## src/sleep_hold_defs.svh

```systemverilog
// Constant definitions for the pin-controlled sleep hold block
`ifndef SLEEP_HOLD_DEFS_SVH
`define SLEEP_HOLD_DEFS_SVH

// ****************************************
// Widths
// ****************************************
`define SH_IO_W 8
`define SH_MC_W 8
`define SH_REG_OUT_W 4

// ****************************************
// Reset values
// ****************************************
`define SH_MC_RST 8'h00
`define SH_OUT_RST 8'h00
`define SH_OE_RST 1'b0
`define SH_IN_RST 8'h00

// ****************************************
// Timing
// ****************************************
`define SH_CLK_PERIOD_NS 100
// Partner setup before the sleep pin rises (least time, rounds up)
`define SH_SETUP_NS 15
`define SH_SETUP_CYCLES ((`SH_SETUP_NS + `SH_CLK_PERIOD_NS - 1) / `SH_CLK_PERIOD_NS)
// Partner hold after the sleep pin rises (longest time, rounds down, at least one)
`define SH_HOLD_NS 25
`define SH_HOLD_CYCLES ((`SH_HOLD_NS / `SH_CLK_PERIOD_NS) < 1 ? 1 : (`SH_HOLD_NS / `SH_CLK_PERIOD_NS))
// Wake to valid operation (longest time, rounds down)
`define SH_WAKE_MAX_NS 1000
`define SH_WAKE_MAX_CYCLES (`SH_WAKE_MAX_NS / `SH_CLK_PERIOD_NS)

`endif

```

## src/sleep_hold_pkg.sv

```systemverilog
// Types shared by the sleep hold block
package sleep_hold_pkg;
    `include "sleep_hold_defs.svh"

    // ****************************************
    // Types
    // ****************************************
    typedef logic [`SH_IO_W-1:0] io_word_t;
    typedef logic [`SH_MC_W-1:0] mc_word_t;
    typedef enum logic {
        ST_RUN,
        ST_HOLD
    } hold_state_e;
endpackage

```

## src/sleep_hold_if.sv

```systemverilog
// Carrier between the main block and its input keeper latch
`timescale 1ns/100ps
interface sleep_hold_if;
    import sleep_hold_pkg::*;

    // ****************************************
    // Signals
    // ****************************************
    logic hold;
    io_word_t live;
    io_word_t held;

    modport owner (
        output hold,
        output live,
        input held
    );
    modport latch (
        input hold,
        input live,
        output held
    );
endinterface

```

## src/input_keeper.sv

```systemverilog
// Input keeper latch: tracks the pins while running, keeps the last level on hold
`timescale 1ns/100ps
`include "sleep_hold_defs.svh"
module input_keeper (
    // Clock and reset
    input wire logic clock_i,
    input wire logic rst_n_i,
    // Carrier
    sleep_hold_if.latch kif
);
    import sleep_hold_pkg::*;

    io_word_t held;
    io_word_t next_held;

    // ****************************************
    // Keeper register
    // ****************************************
    // While held the pins are blocked, so the stored level is what the logic sees
    always_comb begin
        next_held = kif.hold ? held : kif.live;
    end

    always_ff @(posedge clock_i) begin
        if (!rst_n_i) begin
            held <= `SH_IN_RST;
        end else begin
            held <= next_held;
        end
    end

    assign kif.held = held;

    // ****************************************
    // Checks
    // ****************************************
    a_keeper_holds_level: assert property (@(posedge clock_i) disable iff (!rst_n_i)
        kif.hold |=> held == $past(held))
        else $error("Keeper level changed during hold");
endmodule

```

## src/pin_controlled_sleep_hold.sv

```systemverilog
// Small programmable logic array with a pin-controlled sleep hold
`timescale 1ns/100ps
`include "sleep_hold_defs.svh"
module pin_controlled_sleep_hold #(
    parameter bit SLEEP_EN = 1'b1
) (
    // Clock and reset
    input wire logic clock_i,
    input wire logic rst_n_i,
    // Sleep control
    input wire logic sleep_control_pin_i,
    output logic hold_o,
    // Array inputs
    input wire sleep_hold_pkg::io_word_t data_i,
    input wire logic gclk_i,
    input wire logic oe_i,
    // Output pins
    output sleep_hold_pkg::io_word_t pin_o,
    output sleep_hold_pkg::io_word_t pin_oe_o,
    // Input keepers
    output logic keep_en_o,
    output sleep_hold_pkg::io_word_t keep_level_o
);
    import sleep_hold_pkg::*;

    localparam int wake_lim = `SH_WAKE_MAX_CYCLES;

    // ****************************************
    // Decode
    // ****************************************
    // Sleep decoding is used by the state logic and the freeze gate
    function automatic logic sleep_active(input logic en, input logic pin);
        sleep_active = en & pin;
    endfunction

    hold_state_e state;
    hold_state_e next_state;
    logic frozen;
    logic gclk_prev;
    logic next_gclk_prev;
    logic gclk_rise;
    logic in_gclk;
    logic in_oe;
    logic in_pin;
    io_word_t in_data;
    mc_word_t mc;
    mc_word_t next_mc;
    mc_word_t mc_d;
    io_word_t out_data;
    io_word_t next_out_data;
    logic out_oe;
    logic next_out_oe;
    io_word_t comb_term;

    // Frozen from the very edge at which the pin is seen high
    assign frozen = sleep_active(SLEEP_EN, sleep_control_pin_i);

    // ****************************************
    // Input keepers
    // ****************************************
    sleep_hold_if kif ();
    io_word_t keep_live;

    // Only the data pins pass the keeper; the control pins get their own gated flops
    assign keep_live = data_i;
    assign kif.hold = frozen;
    assign kif.live = keep_live;

    input_keeper u_keeper (
        .clock_i(clock_i),
        .rst_n_i(rst_n_i),
        .kif(kif)
    );

    // Control pins are kept in separate flops; gated the same way as the data keepers
    logic ctl_gclk;
    logic ctl_oe;
    logic ctl_pin;
    logic next_ctl_gclk;
    logic next_ctl_oe;
    logic next_ctl_pin;

    always_comb begin
        next_ctl_gclk = frozen ? ctl_gclk : gclk_i;
        next_ctl_oe = frozen ? ctl_oe : oe_i;
        next_ctl_pin = frozen ? ctl_pin : sleep_control_pin_i;
    end

    always_ff @(posedge clock_i) begin
        if (!rst_n_i) begin
            ctl_gclk <= 1'b0;
            ctl_oe <= `SH_OE_RST;
            ctl_pin <= 1'b0;
        end else begin
            ctl_gclk <= next_ctl_gclk;
            ctl_oe <= next_ctl_oe;
            ctl_pin <= next_ctl_pin;
        end
    end

    assign in_data = kif.held;
    assign in_gclk = ctl_gclk;
    assign in_oe = ctl_oe;
    assign in_pin = ctl_pin;

    // ****************************************
    // Hold state
    // ****************************************
    // Capture relies on the partner holding inputs steady around the pin edge
    always_comb begin
        case (state)
            ST_RUN: next_state = frozen ? ST_HOLD : ST_RUN;
            ST_HOLD: next_state = frozen ? ST_HOLD : ST_RUN;
            default: next_state = ST_RUN;
        endcase
    end

    always_ff @(posedge clock_i) begin
        if (!rst_n_i) begin
            state <= ST_RUN;
        end else begin
            state <= next_state;
        end
    end

    // ****************************************
    // Macrocell array
    // ****************************************
    // Edge detect on the kept clock; the kept level stops a false edge at wake
    assign gclk_rise = in_gclk & ~gclk_prev;

    generate
        for (genvar k = 0; k < `SH_MC_W; k++) begin : g_mc
            if (k == 0) begin : g_first
                // With sleep on, the pin feeds nothing; buried feedback stays in use
                assign mc_d[k] = in_data[k] ^ (SLEEP_EN ? mc[`SH_MC_W-1] : in_pin);
            end else begin : g_rest
                assign mc_d[k] = in_data[k] ^ mc[k-1];
            end
        end
    endgenerate

    // Registers hold their state while frozen; no reset is applied on wake
    always_comb begin
        next_gclk_prev = frozen ? gclk_prev : in_gclk;
        next_mc = mc;
        if (!frozen && gclk_rise) begin
            next_mc = mc_d;
        end
    end

    always_ff @(posedge clock_i) begin
        if (!rst_n_i) begin
            gclk_prev <= 1'b0;
            mc <= `SH_MC_RST;
        end else begin
            gclk_prev <= next_gclk_prev;
            mc <= next_mc;
        end
    end

    // ****************************************
    // Output pins
    // ****************************************
    // Low half registered, high half a combinational term, both land in output flops
    assign comb_term = {in_data[7:4] & mc[7:4], 4'h0};

    always_comb begin
        next_out_data = out_data;
        next_out_oe = out_oe;
        if (!frozen) begin
            next_out_data = {comb_term[7:4], mc[3:0]};
            next_out_oe = in_oe;
        end
    end

    always_ff @(posedge clock_i) begin
        if (!rst_n_i) begin
            out_data <= `SH_OUT_RST;
            out_oe <= `SH_OE_RST;
        end else begin
            out_data <= next_out_data;
            out_oe <= next_out_oe;
        end
    end

    assign pin_o = out_data;
    assign pin_oe_o = {`SH_IO_W{out_oe}};
    assign hold_o = (state == ST_HOLD);
    assign keep_en_o = 1'b1;
    assign keep_level_o = kif.held;

    // ****************************************
    // Checks
    // ****************************************
    a_enter_on_pin: assert property (@(posedge clock_i) disable iff (!rst_n_i)
        sleep_control_pin_i && SLEEP_EN |=> hold_o)
        else $error("Hold not entered after sleep pin high");
    a_off_never_holds: assert property (@(posedge clock_i) disable iff (!rst_n_i)
        !SLEEP_EN |-> !hold_o)
        else $error("Hold entered with sleep option off");
    a_hold_freezes_state: assert property (@(posedge clock_i) disable iff (!rst_n_i)
        hold_o && $past(hold_o) |-> $stable(mc))
        else $error("Internal state changed during hold");
    a_hold_keeps_outputs: assert property (@(posedge clock_i) disable iff (!rst_n_i)
        hold_o && $past(hold_o) |-> $stable(pin_o))
        else $error("Output data changed during hold");
    a_hold_keeps_tristate: assert property (@(posedge clock_i) disable iff (!rst_n_i)
        hold_o && $past(pin_oe_o) == 8'h00 |-> pin_oe_o == 8'h00)
        else $error("Tri-stated output enabled during hold");
    a_hold_blocks_clock: assert property (@(posedge clock_i) disable iff (!rst_n_i)
        frozen && $rose(gclk_i) |=> mc == $past(mc))
        else $error("Clock reached the array during hold");
    a_keepers_active: assert property (@(posedge clock_i) disable iff (!rst_n_i)
        hold_o |-> keep_en_o && keep_level_o == $past(keep_level_o))
        else $error("Keeper not active during hold");
    a_pin_not_logic: assert property (@(posedge clock_i) disable iff (!rst_n_i)
        SLEEP_EN && !frozen && gclk_rise |=> mc[0] == ($past(in_data[0]) ^ $past(mc[7])))
        else $error("Sleep pin reached the logic array");
    a_wake_bound: assert property (@(posedge clock_i) disable iff (!rst_n_i)
        hold_o && !sleep_control_pin_i |-> ##[1:wake_lim] !hold_o)
        else $error("Wake took longer than allowed");
    a_resume_no_reset: assert property (@(posedge clock_i) disable iff (!rst_n_i)
        $fell(hold_o) |-> mc == ($past(gclk_rise) ? $past(mc_d) : $past(mc))
            && pin_o == {$past(comb_term[7:4]), $past(mc[3:0])})
        else $error("State lost on leaving hold");

    c_enter_hold: cover property (@(posedge clock_i) disable iff (!rst_n_i) $rose(hold_o));
    c_leave_hold: cover property (@(posedge clock_i) disable iff (!rst_n_i) $fell(hold_o));
    c_clock_in_hold: cover property (@(posedge clock_i) disable iff (!rst_n_i)
        hold_o && $rose(gclk_i));
    c_tristate_hold: cover property (@(posedge clock_i) disable iff (!rst_n_i)
        hold_o && pin_oe_o == 8'h00);
endmodule

```

## config.mk

```make
export PLATFORM = sky130hd
export DESIGN_NAME = pin_controlled_sleep_hold
export DESIGN_NICKNAME = d
export VERILOG_FILES = /design/src/sleep_hold_pkg.sv /design/src/sleep_hold_if.sv /design/src/input_keeper.sv /design/src/pin_controlled_sleep_hold.sv
export VERILOG_INCLUDE_DIRS = /design/src /design/src/src
export SDC_FILE = /design/constraint.sdc
export NUM_CORES = 1
export LEC_CHECK = 0
export ABC_AREA = 1
export BUFFER_PORTS_ARGS = -buffer_cell sky130_fd_sc_hd__buf_2
export CAP_MARGIN = 20
export CORE_ASPECT_RATIO = 1.1
export CORE_MARGIN = 2
export CORE_UTILIZATION = 50
export DETAILED_ROUTE_END_ITERATION = 12
export PLACE_DENSITY = 0.78
export REMOVE_ABC_BUFFERS = 1
export SETUP_SLACK_MARGIN = 0.3
export SYNTH_ARGS = -nofsm -noshare
export SYNTH_HDL_FRONTEND = slang
export SYNTH_HIERARCHICAL = 1
export SYNTH_SLANG_ARGS = --single-unit
```

## constraint.sdc

```tcl
create_clock -name clock_i -period 1.4 [get_ports clock_i]
set_clock_uncertainty 0.1 [all_clocks]
set_input_delay 0.07 -clock clock_i [delete_from_list [all_inputs] [get_ports clock_i]]
set_output_delay 0.07 -clock clock_i [all_outputs]
set_load 0.005 [all_outputs]
```

# Yosys cells after proc, flatten, opt, wreduce, memory -nomap -nowiden
# Index checks and enable logic that the tools add are counted.
totals:
  ff_bits: 29
  latch_bits: 0
  mem_bits_rw: 0
  rom_bits: 0
  input_bits: 13
  output_inout_bits: 26
  elab_cells: 22
  memories: 0
op_classes:
  addsub: 0
  n_mul: 0
  n_div: 0
  n_lt_le_gt_ge: 0
  n_eq_ne: 0
  shifts: 0
  muxes: 1
  bitwise_logic: 11
  n_reduce_logical: 2
op_table:
  columns: ["operator", "n"]
  rows:
  - ["$xor 1x1->1", 8]
  - ["$and 4x4->4", 1]
  - ["$and 1x1->1", 1]
  - ["$logic_and 1x1->1", 1]
  - ["$logic_not 1->1", 1]
  - ["$mux 1", 1]
  - ["$not 1->1", 1]

# Longest topological paths before layout
# Gate-level depths: netlist of the first run.
depth:
  word_depth: 3
  mapped_depth: 6
  depth_no_buf: 6

# By module
# The synthesis of the first run kept the hierarchy.
by_module_without_submodules:
  columns: ["mod", "n_inst", "cells_per_inst", "area_each_um2", "seq_area_each_um2"]
  rows:
  - ["pin_controlled_sleep_hold", 1, 147, 973.4, 420.4]
  - ["input_keeper", 1, 51, 356.6, 160.2]

# Worst setup path before layout of the first run
# No wires, ideal clock.
synth_path:
  path_type: "flip-flop to flip-flop"
  startpoint: "reg ctl_gclk"
  endpoint: "reg mc[0]"
  setup_time_ns: 0.110
  t_arrival_ns: 0.732
  required_ns: 1.190
  setup_slack_ns: 0.458
  path_stages_with_launch: 6
  path_buffers: 0
  synth_period_minus_slack_ns: 0.942
  path_cell_list: "dfxtp_1 -> nand2_1 -> nor2_4 -> nand2_1 -> nand2_1 -> nor2_1"
synth_via:
  elab_chain_len: 2
synth_rtl:
  columns: ["element", "line", "text"]
  rows:
  - ["start: declaration", "pin_controlled_sleep_hold.sv:76", "logic ctl_gclk;"]
  - ["start signal: assignment", "pin_controlled_sleep_hold.sv:95", "ctl_gclk <= next_ctl_gclk;"]
  - ["$and 1x1->1", "pin_controlled_sleep_hold.sv:130", "assign gclk_rise = in_gclk & ~gclk_prev;"]
  - ["$logic_and 1x1->1", "pin_controlled_sleep_hold.sv:147", "if (!frozen && gclk_rise) begin"]
  - ["end signal: assignment", "pin_controlled_sleep_hold.sv:155", "mc <= `SH_MC_RST;"]
  - ["end signal: assignment", "pin_controlled_sleep_hold.sv:158", "mc <= next_mc;"]
  - ["end: declaration", "pin_controlled_sleep_hold.sv:46", "mc_word_t mc;"]
# Every way passes these cells.
# A chain may end at the register's enable or synchronous reset.

# Worst setup path after layout of the first run
layout_path:
  startpoint: "reg u_keeper.held[6] (netlist: u_keeper/kif.held[6])"
  endpoint: "out keep_level_o[6]"
layout_lines:
  columns: ["element", "line", "text"]
  rows:
  - ["start: declaration", "input_keeper.sv:13", "io_word_t held;"]
  - ["start signal: assignment", "input_keeper.sv:26", "held <= `SH_IN_RST;"]
  - ["start signal: assignment", "input_keeper.sv:28", "held <= next_held;"]
  - ["end: declaration", "pin_controlled_sleep_hold.sv:22", "output sleep_hold_pkg::io_word_t keep_level_o"]
# No word-level cell between the ends.

==> reports/summary.txt, run 1 <==
Die H -> 58.10 µm
area of the multi-input gates -> 495.5 µm²
via count -> 1,196
Area Overhead vs Synth -> 22.30%
synthesis-stage register bit count -> 29
Tot Pwr -> 0.001595 W
CTS tree -> done
peak supply drop -> 0.8354 mV
CP arrival -> 0.85 ns
Post-route DRC -> 0
largest net degree at the start of global routing -> 17
fin crit share -> 0.7315
Boundary Pins -> 39
worst skew pair latency -> 0.33 ns
Setup Fix Bufs, Post-CTS -> 0
setup violators final -> 0
crit end category -> output pin
PwrDens -> 980.4 mW/mm²
CTS HTree Levels -> 2
Lkg Pwr -> 0.8811 nW
startpoint types -> register
WHS -> 0.01916 ns
Vias/cell -> 4.365
nets -> 255
Core Rows -> 19
Max Fclk -> 976.5 MHz
Inserted Clock Buffers -> 5
Worst Path Required -> 1.23 ns
CTS clk-pin slew, worst paths -> 0.09 ns
post-route setup TNS -> 0 ns
number of global-route vias before repair -> 1,059
fin crit period -> 1.024 ns
FF/Latch Area -> 585.6 µm²
type of the most critical hold path -> in -> reg
antenna violations before repair -> 0
cell family with most CP delay -> flip-flops
gr ovfl total -> 0
GR Util All Layers -> 0.1981
Routed WL -> 2644 µm
Clk pwr share -> 0.302
Routed Antenna Nets -> 0
Psw -> 0.0004402 W
CTS Buffer Depth -> 2
worst path cell trace -> buf_2
CP peak stage delay -> 0.39 ns
unrepaired setup endpoints after global routing -> no
Sw Share -> 0.2761
input/output buffers -> 37
first-pass detailed-route iteration total -> 4
Post-Syn Area -> 0.001330 mm²
routed len/inst -> 9.650 µm
die width -> 53.18 µm
n_diodes -> 0
Buf/Inv on CP -> 1
CTS Sinks -> 29
Synth Warn # -> 6
Netlist cell types -> 17
Comb pwr share -> 0.141
Finished Core Util -> 0.6455
Initial DRC Count -> 19
cell taking the most area after synthesis -> dfxtp_1
Syn Area/Cell -> 6.717 µm²
starting density of the core -> 0.5278
area share of the largest cell type after synthesis -> 0.4365
Mapped Cells -> 198
first-pass GRT wire length -> 4367 µm
status -> completed
Final HPWL DP -> 1685 µm
max_cap viols -> 0
Hold Vio Cnt, Final -> 0
most area-consuming cells after synthesis -> dfxtp_1 (44%), nand2_1 (21%), inv_1 (9.6%)
Die ar. -> 0.003089 mm²
Crit Path Class -> reg -> out
slowest CP cell -> dfxtp_1
RD Place Congestion -> 0.7855
Power Internal -> 0.001154 W
sequential area share after synthesis -> 0.4365
fraction of layout instances using a drive strength above 1 -> 0.2263
fill count -> 264
Core Region -> 0.002520 mm²
largest fanout on the critical path -> 4
Root Buffer -> clkbuf_4
max-slew violation count -> 0
Sequential Power Share -> 0.557
placed cells by master (no fill, tap or decap), types with 3 or more instances in the layout:
cell type      Yosys  layout
o21ai_0            6       6
nand3_1            3       3
dfxtp_1           29      27
nor2_1            24      24
dlygate4sd3_1      0      12
nand2_1           76      75
o31ai_1            4       4
buf_2              1      37
clkbuf_4           0       5
nand2_2            2       3
inv_1             34      34
synthesized netlist by cell type:
cell type,instances
buf_2,1
buf_4,10
buf_6,1
buf_8,2
conb_1,1
dfxtp_1,29
inv_1,34
inv_2,2
nand2_1,76
nand2_2,2
nand3_1,3
nand3_2,1
nor2_1,24
nor2_4,1
o21ai_0,6
o21ai_1,1
o31ai_1,4
worst paths after layout:
path | start | depth (start not counted) | to | slack, ns
worst max register to register | ctl_gclk | 5 | mc[4] | 0.39
worst max-delay path | u_keeper/kif.held[6] | 1 | keep_level_o[6] | 0.38
worst min register to register | pin_o[6] | 2 | pin_o[6] | 0.36
worst min-delay path | sleep_control_pin_i | 3 | ctl_oe | 0.02
power by group through the flow:
stage	Sequential (W)	Combinational, W	Clock (W)
3_5_place_dp	0.000908	0.000196	0
6_report	0.000888	0.000225	0.000481
5_1_grt	0.000896	0.000260	0.000549
2_1_floorplan	0.000909	0.000110	0
3_3_place_gp	0.000907	0.000193	0
4_1_cts	0.000889	0.000224	0.000499
metal layers:
metal / up-vias / track usage / share of wire
li1: 654 / - / -
met1: 498 / 0.2282 / 0.44
met2: 38 / 0.3143 / 0.47
met3: 6 / 0.07990 / 0.068
met4: 0 / 0.09890 / 0.020
met5: - / 0 / 0
kinds of logic (layout without fill, tap and decap cells):
family          Yosys count  count (layout)  share of synthesized area
buf+inv                  50              95                     0.1928
simple gates            107             107                     0.3189
compound gates           11              11                    0.04892
flops                    29              29                     0.4365
other cells               1               1                   0.002819
area by class of cell:
cell class,instances,share of cell area
inverter,36,0.08308
tap,31,0.02385
multi-input combinational,119,0.3046
clock buffer,6,0.02538
timing repair buffer,51,0.1969
sequential,29,0.3600
clock inverter,2,0.006154
flip-flops by register name (all words and copies together) (netlist names):
signal and cells:
pin_o 8, out_oe 1, mc 8, ctl_gclk 1, gclk_prev 1, u_keeper/kif.held 8, hold_o 1, ctl_oe 1
repair_timing:
action / CTS / global route
endpoints found under the setup margin: 0 / 16
hold buffers: 12 / 0
endpoints found under the hold margin: 10 / 0
gates resized for setup: 0 / 4
through the flow:
| stage | area (µm²) | instances | setup WS [ns] |
|---|---|---|---|
| 3_5_place_dp | 1448 | 254 | 0.3612 |
| 3_3_place_gp | 1448 | 254 | 0.3979 |
| 4_1_cts | 1619 | 274 | 0.3120 |
| 6_report | 1627 | 274 | 0.3759 |
| 5_1_grt | 1627 | 274 | 0.3019 |
| 2_1_floorplan | 1209 | 184 | 0.4589 |
(Power assumes the default switching activity.)
==> run 2: changes to the inputs <==
==> constraint.sdc (replaced) <==
create_clock -name clock_i -period 0.95 [get_ports clock_i]
set_clock_uncertainty 0.1 [all_clocks]
set_input_delay 0.0475 -clock clock_i [delete_from_list [all_inputs] [get_ports clock_i]]
set_output_delay 0.0475 -clock clock_i [all_outputs]
set_load 0.005 [all_outputs]
==> run 2 against run 1 <==
Net effect: die area unchanged; critical path type is now reg -> reg; critical endpoint is now mc[3]; clock power up 56%; the flow now finishes with violations (hold timing, setup timing); flip-flop and latch count unchanged.
==> reports/summary.txt, run 2 (synthesis gave the netlist of run 1 again) <==
Boundary Pins -> 39 (unchanged)
crit end category -> register
peak supply drop -> 1.007 mV (+21%)
CTS HTree Levels -> 2 (unchanged)
CP arrival -> 1.15 ns (+0.30 ns)
Core Rows -> 19 (unchanged)
failing checks -> hold timing, setup timing
commonest non-fill, non-tap cell in the layout -> nand2_1
PwrDens -> 1426 mW/mm² (+45%)
met3 global-route usage -> 0.06186 (-0.01804)
first-pass GRT wire length -> 4671 µm (+7.0%)
starting density of the core -> 0.5278 (unchanged)
fraction of layout instances using a drive strength above 1 -> 0.4733 (+0.2469)
Max Fclk -> 1013 MHz
Worst Path Required -> 1.11 ns (-0.12 ns)
number of global-route vias before repair -> 1,166 (+10%)
max_cap viols -> 0 (unchanged)
Buf/Inv on CP -> 2 (+1)
routed len/inst -> 10.45 µm (+8.3%)
CTS tree -> done
met2 Resource Use GR -> 0.3571 (+0.04286)
Worst Reg2Reg Path Length in Cells -> 5 (unchanged)
WHS -> -0.1630 ns (-0.1821 ns)
worst path cell trace -> buf_4, nand3_4, nand2_1, inv_1, nor2_1
die width -> 53.18 µm (unchanged)
Vias/cell -> 4.558 (+4.4%)
most frequent cells in the layout -> nand2_1 (72), buf_2 (34), dfxtp_2 (24)
via count -> 1,249 (+4.4%)
Final HPWL DP -> 1768 µm (+4.9%)
Lkg Pwr -> 0.9230 nW (+4.8%)
type of the most critical hold path -> in -> reg
GR Util All Layers -> 0.2106 (+0.01246)
PnR worst setup slack -> -0.03670 ns (-0.4126 ns)
CP Depth -> 5 (+4)
worst skew pair latency -> 0.32 ns (about the same)
Tot Pwr -> 0.002458 W (+54%)
n_diodes -> 0 (unchanged)
cell family with most CP delay -> flip-flops
fin crit share -> 1.039
Inserted Clock Buffers -> 5 (unchanged)
Die ar. -> 0.003089 mm² (unchanged)
CTS Buffer Depth -> 2 (unchanged)
Routed Antenna Nets -> 0 (unchanged)
Root Buffer -> clkbuf_4
input/output buffers -> 37 (unchanged)
Core Region -> 0.002520 mm² (unchanged)
hold depth -> 3 (unchanged)
slowest CP cell -> dfxtp_2
status -> finished, violations left
Crit Path Class -> reg -> reg
RD Place Congestion -> 0.8069 (+2.7%)
first-pass detailed-route iteration total -> 4 (unchanged)
Die H -> 58.10 µm (unchanged)
CP peak stage delay -> 0.35 ns (-0.04 ns)
unrepaired setup endpoints after global routing -> yes
max-slew violation count -> 0 (unchanged)
pre-CTS WS -> -0.05731 ns (-0.4185 ns)
Initial DRC Count -> 17 (-2)
gr ovfl total -> 0 (unchanged)
Hold Vio Cnt, Final -> 11 (+11)
antenna violations before repair -> 0 (unchanged)
largest fanout on the critical path -> 8 (+4)
Routed WL -> 2863 µm (+8.3%)
startpoint types -> register
fin crit period -> 0.9867 ns
largest net degree at the start of global routing -> 17 (unchanged)
CTS clk-pin slew, worst paths -> 0.09 ns (about the same)
Post-route DRC -> 0 (unchanged)
M1 GR Usage -> 0.2290 (+0.0008769)
nets -> 256 (+0.39%)
layer with the highest usage -> met2
CTS Sinks -> 29 (unchanged)
Area Overhead vs Synth -> 29.63%
setup violators final -> 16 (+16)
==> run 2: cell types whose count changed in the layout (fill, tap and decap cells not counted), sizes merged <==
cell         change
clkbuf           +1
dlygate4sd3     -12
buf             +13
clkinv           -2
==> run 2: tightest hold or removal path, stage by stage <==
cell and delay, ns:
buf_2 0.07, nor2_1 0.03, nor2_1 0.08
==> run 2: worst paths after layout <==
path                  start                    to  slack (ns)
hold reg to reg      ctl_oe                ctl_oe        0.34
setup reg to reg   ctl_gclk                 mc[3]       -0.04
setup / recovery   ctl_gclk                 mc[3]       -0.04
hold / removal    data_i[4]  u_keeper/kif.held[4]       -0.16
==> run 2: power by group <==
| part | leakage (nW) | internal, W | switching [W] |
|---|---|---|---|
| registers | 0.249 | 0.00128 | 0.0000440 |
| clock network | 0.0314 | 0.000349 | 0.000399 |
| logic | 0.642 | 0.000181 | 0.000209 |
==> run 2: metrics by stage <==
step                        util  setup TNS, ns  std cells  cell area [µm²]
after floorplan                -              0        184             1209
after global placement    0.5804        -0.2193        256             1463
after detailed placement  0.5804        -0.3999        256             1463
after CTS                 0.6589        -0.3762        272             1660
after global routing      0.6842         -1.445        274             1724
final                     0.6842        -0.2765        274             1724
==> run 2: cell type report <==
class,count,area (µm²)
clock buffers,7,55.05
multi-input cells,119,530.5
fillers,239,795.8
flip-flops and latches,29,621.8
repair buffers,52,342.8
well taps,31,38.79
inverters,36,135.1
==> run 2: timing repair <==
item                                   4_1_cts  5_1_grt
setup endpoints to repair                   53       53
buffers inserted                             9        2
pin swaps                                    7       10
endpoints found under the hold margin       11       11
gates resized for setup                     51       20
==> run 2: per-layer routing <==
metal | part of all wire | vias up
met1 | 0.41 | 545
met2 | 0.52 | 43
met4 | 0.014 | 0
met5 | 0 | -
li1 | - | 656
met3 | 0.062 | 5
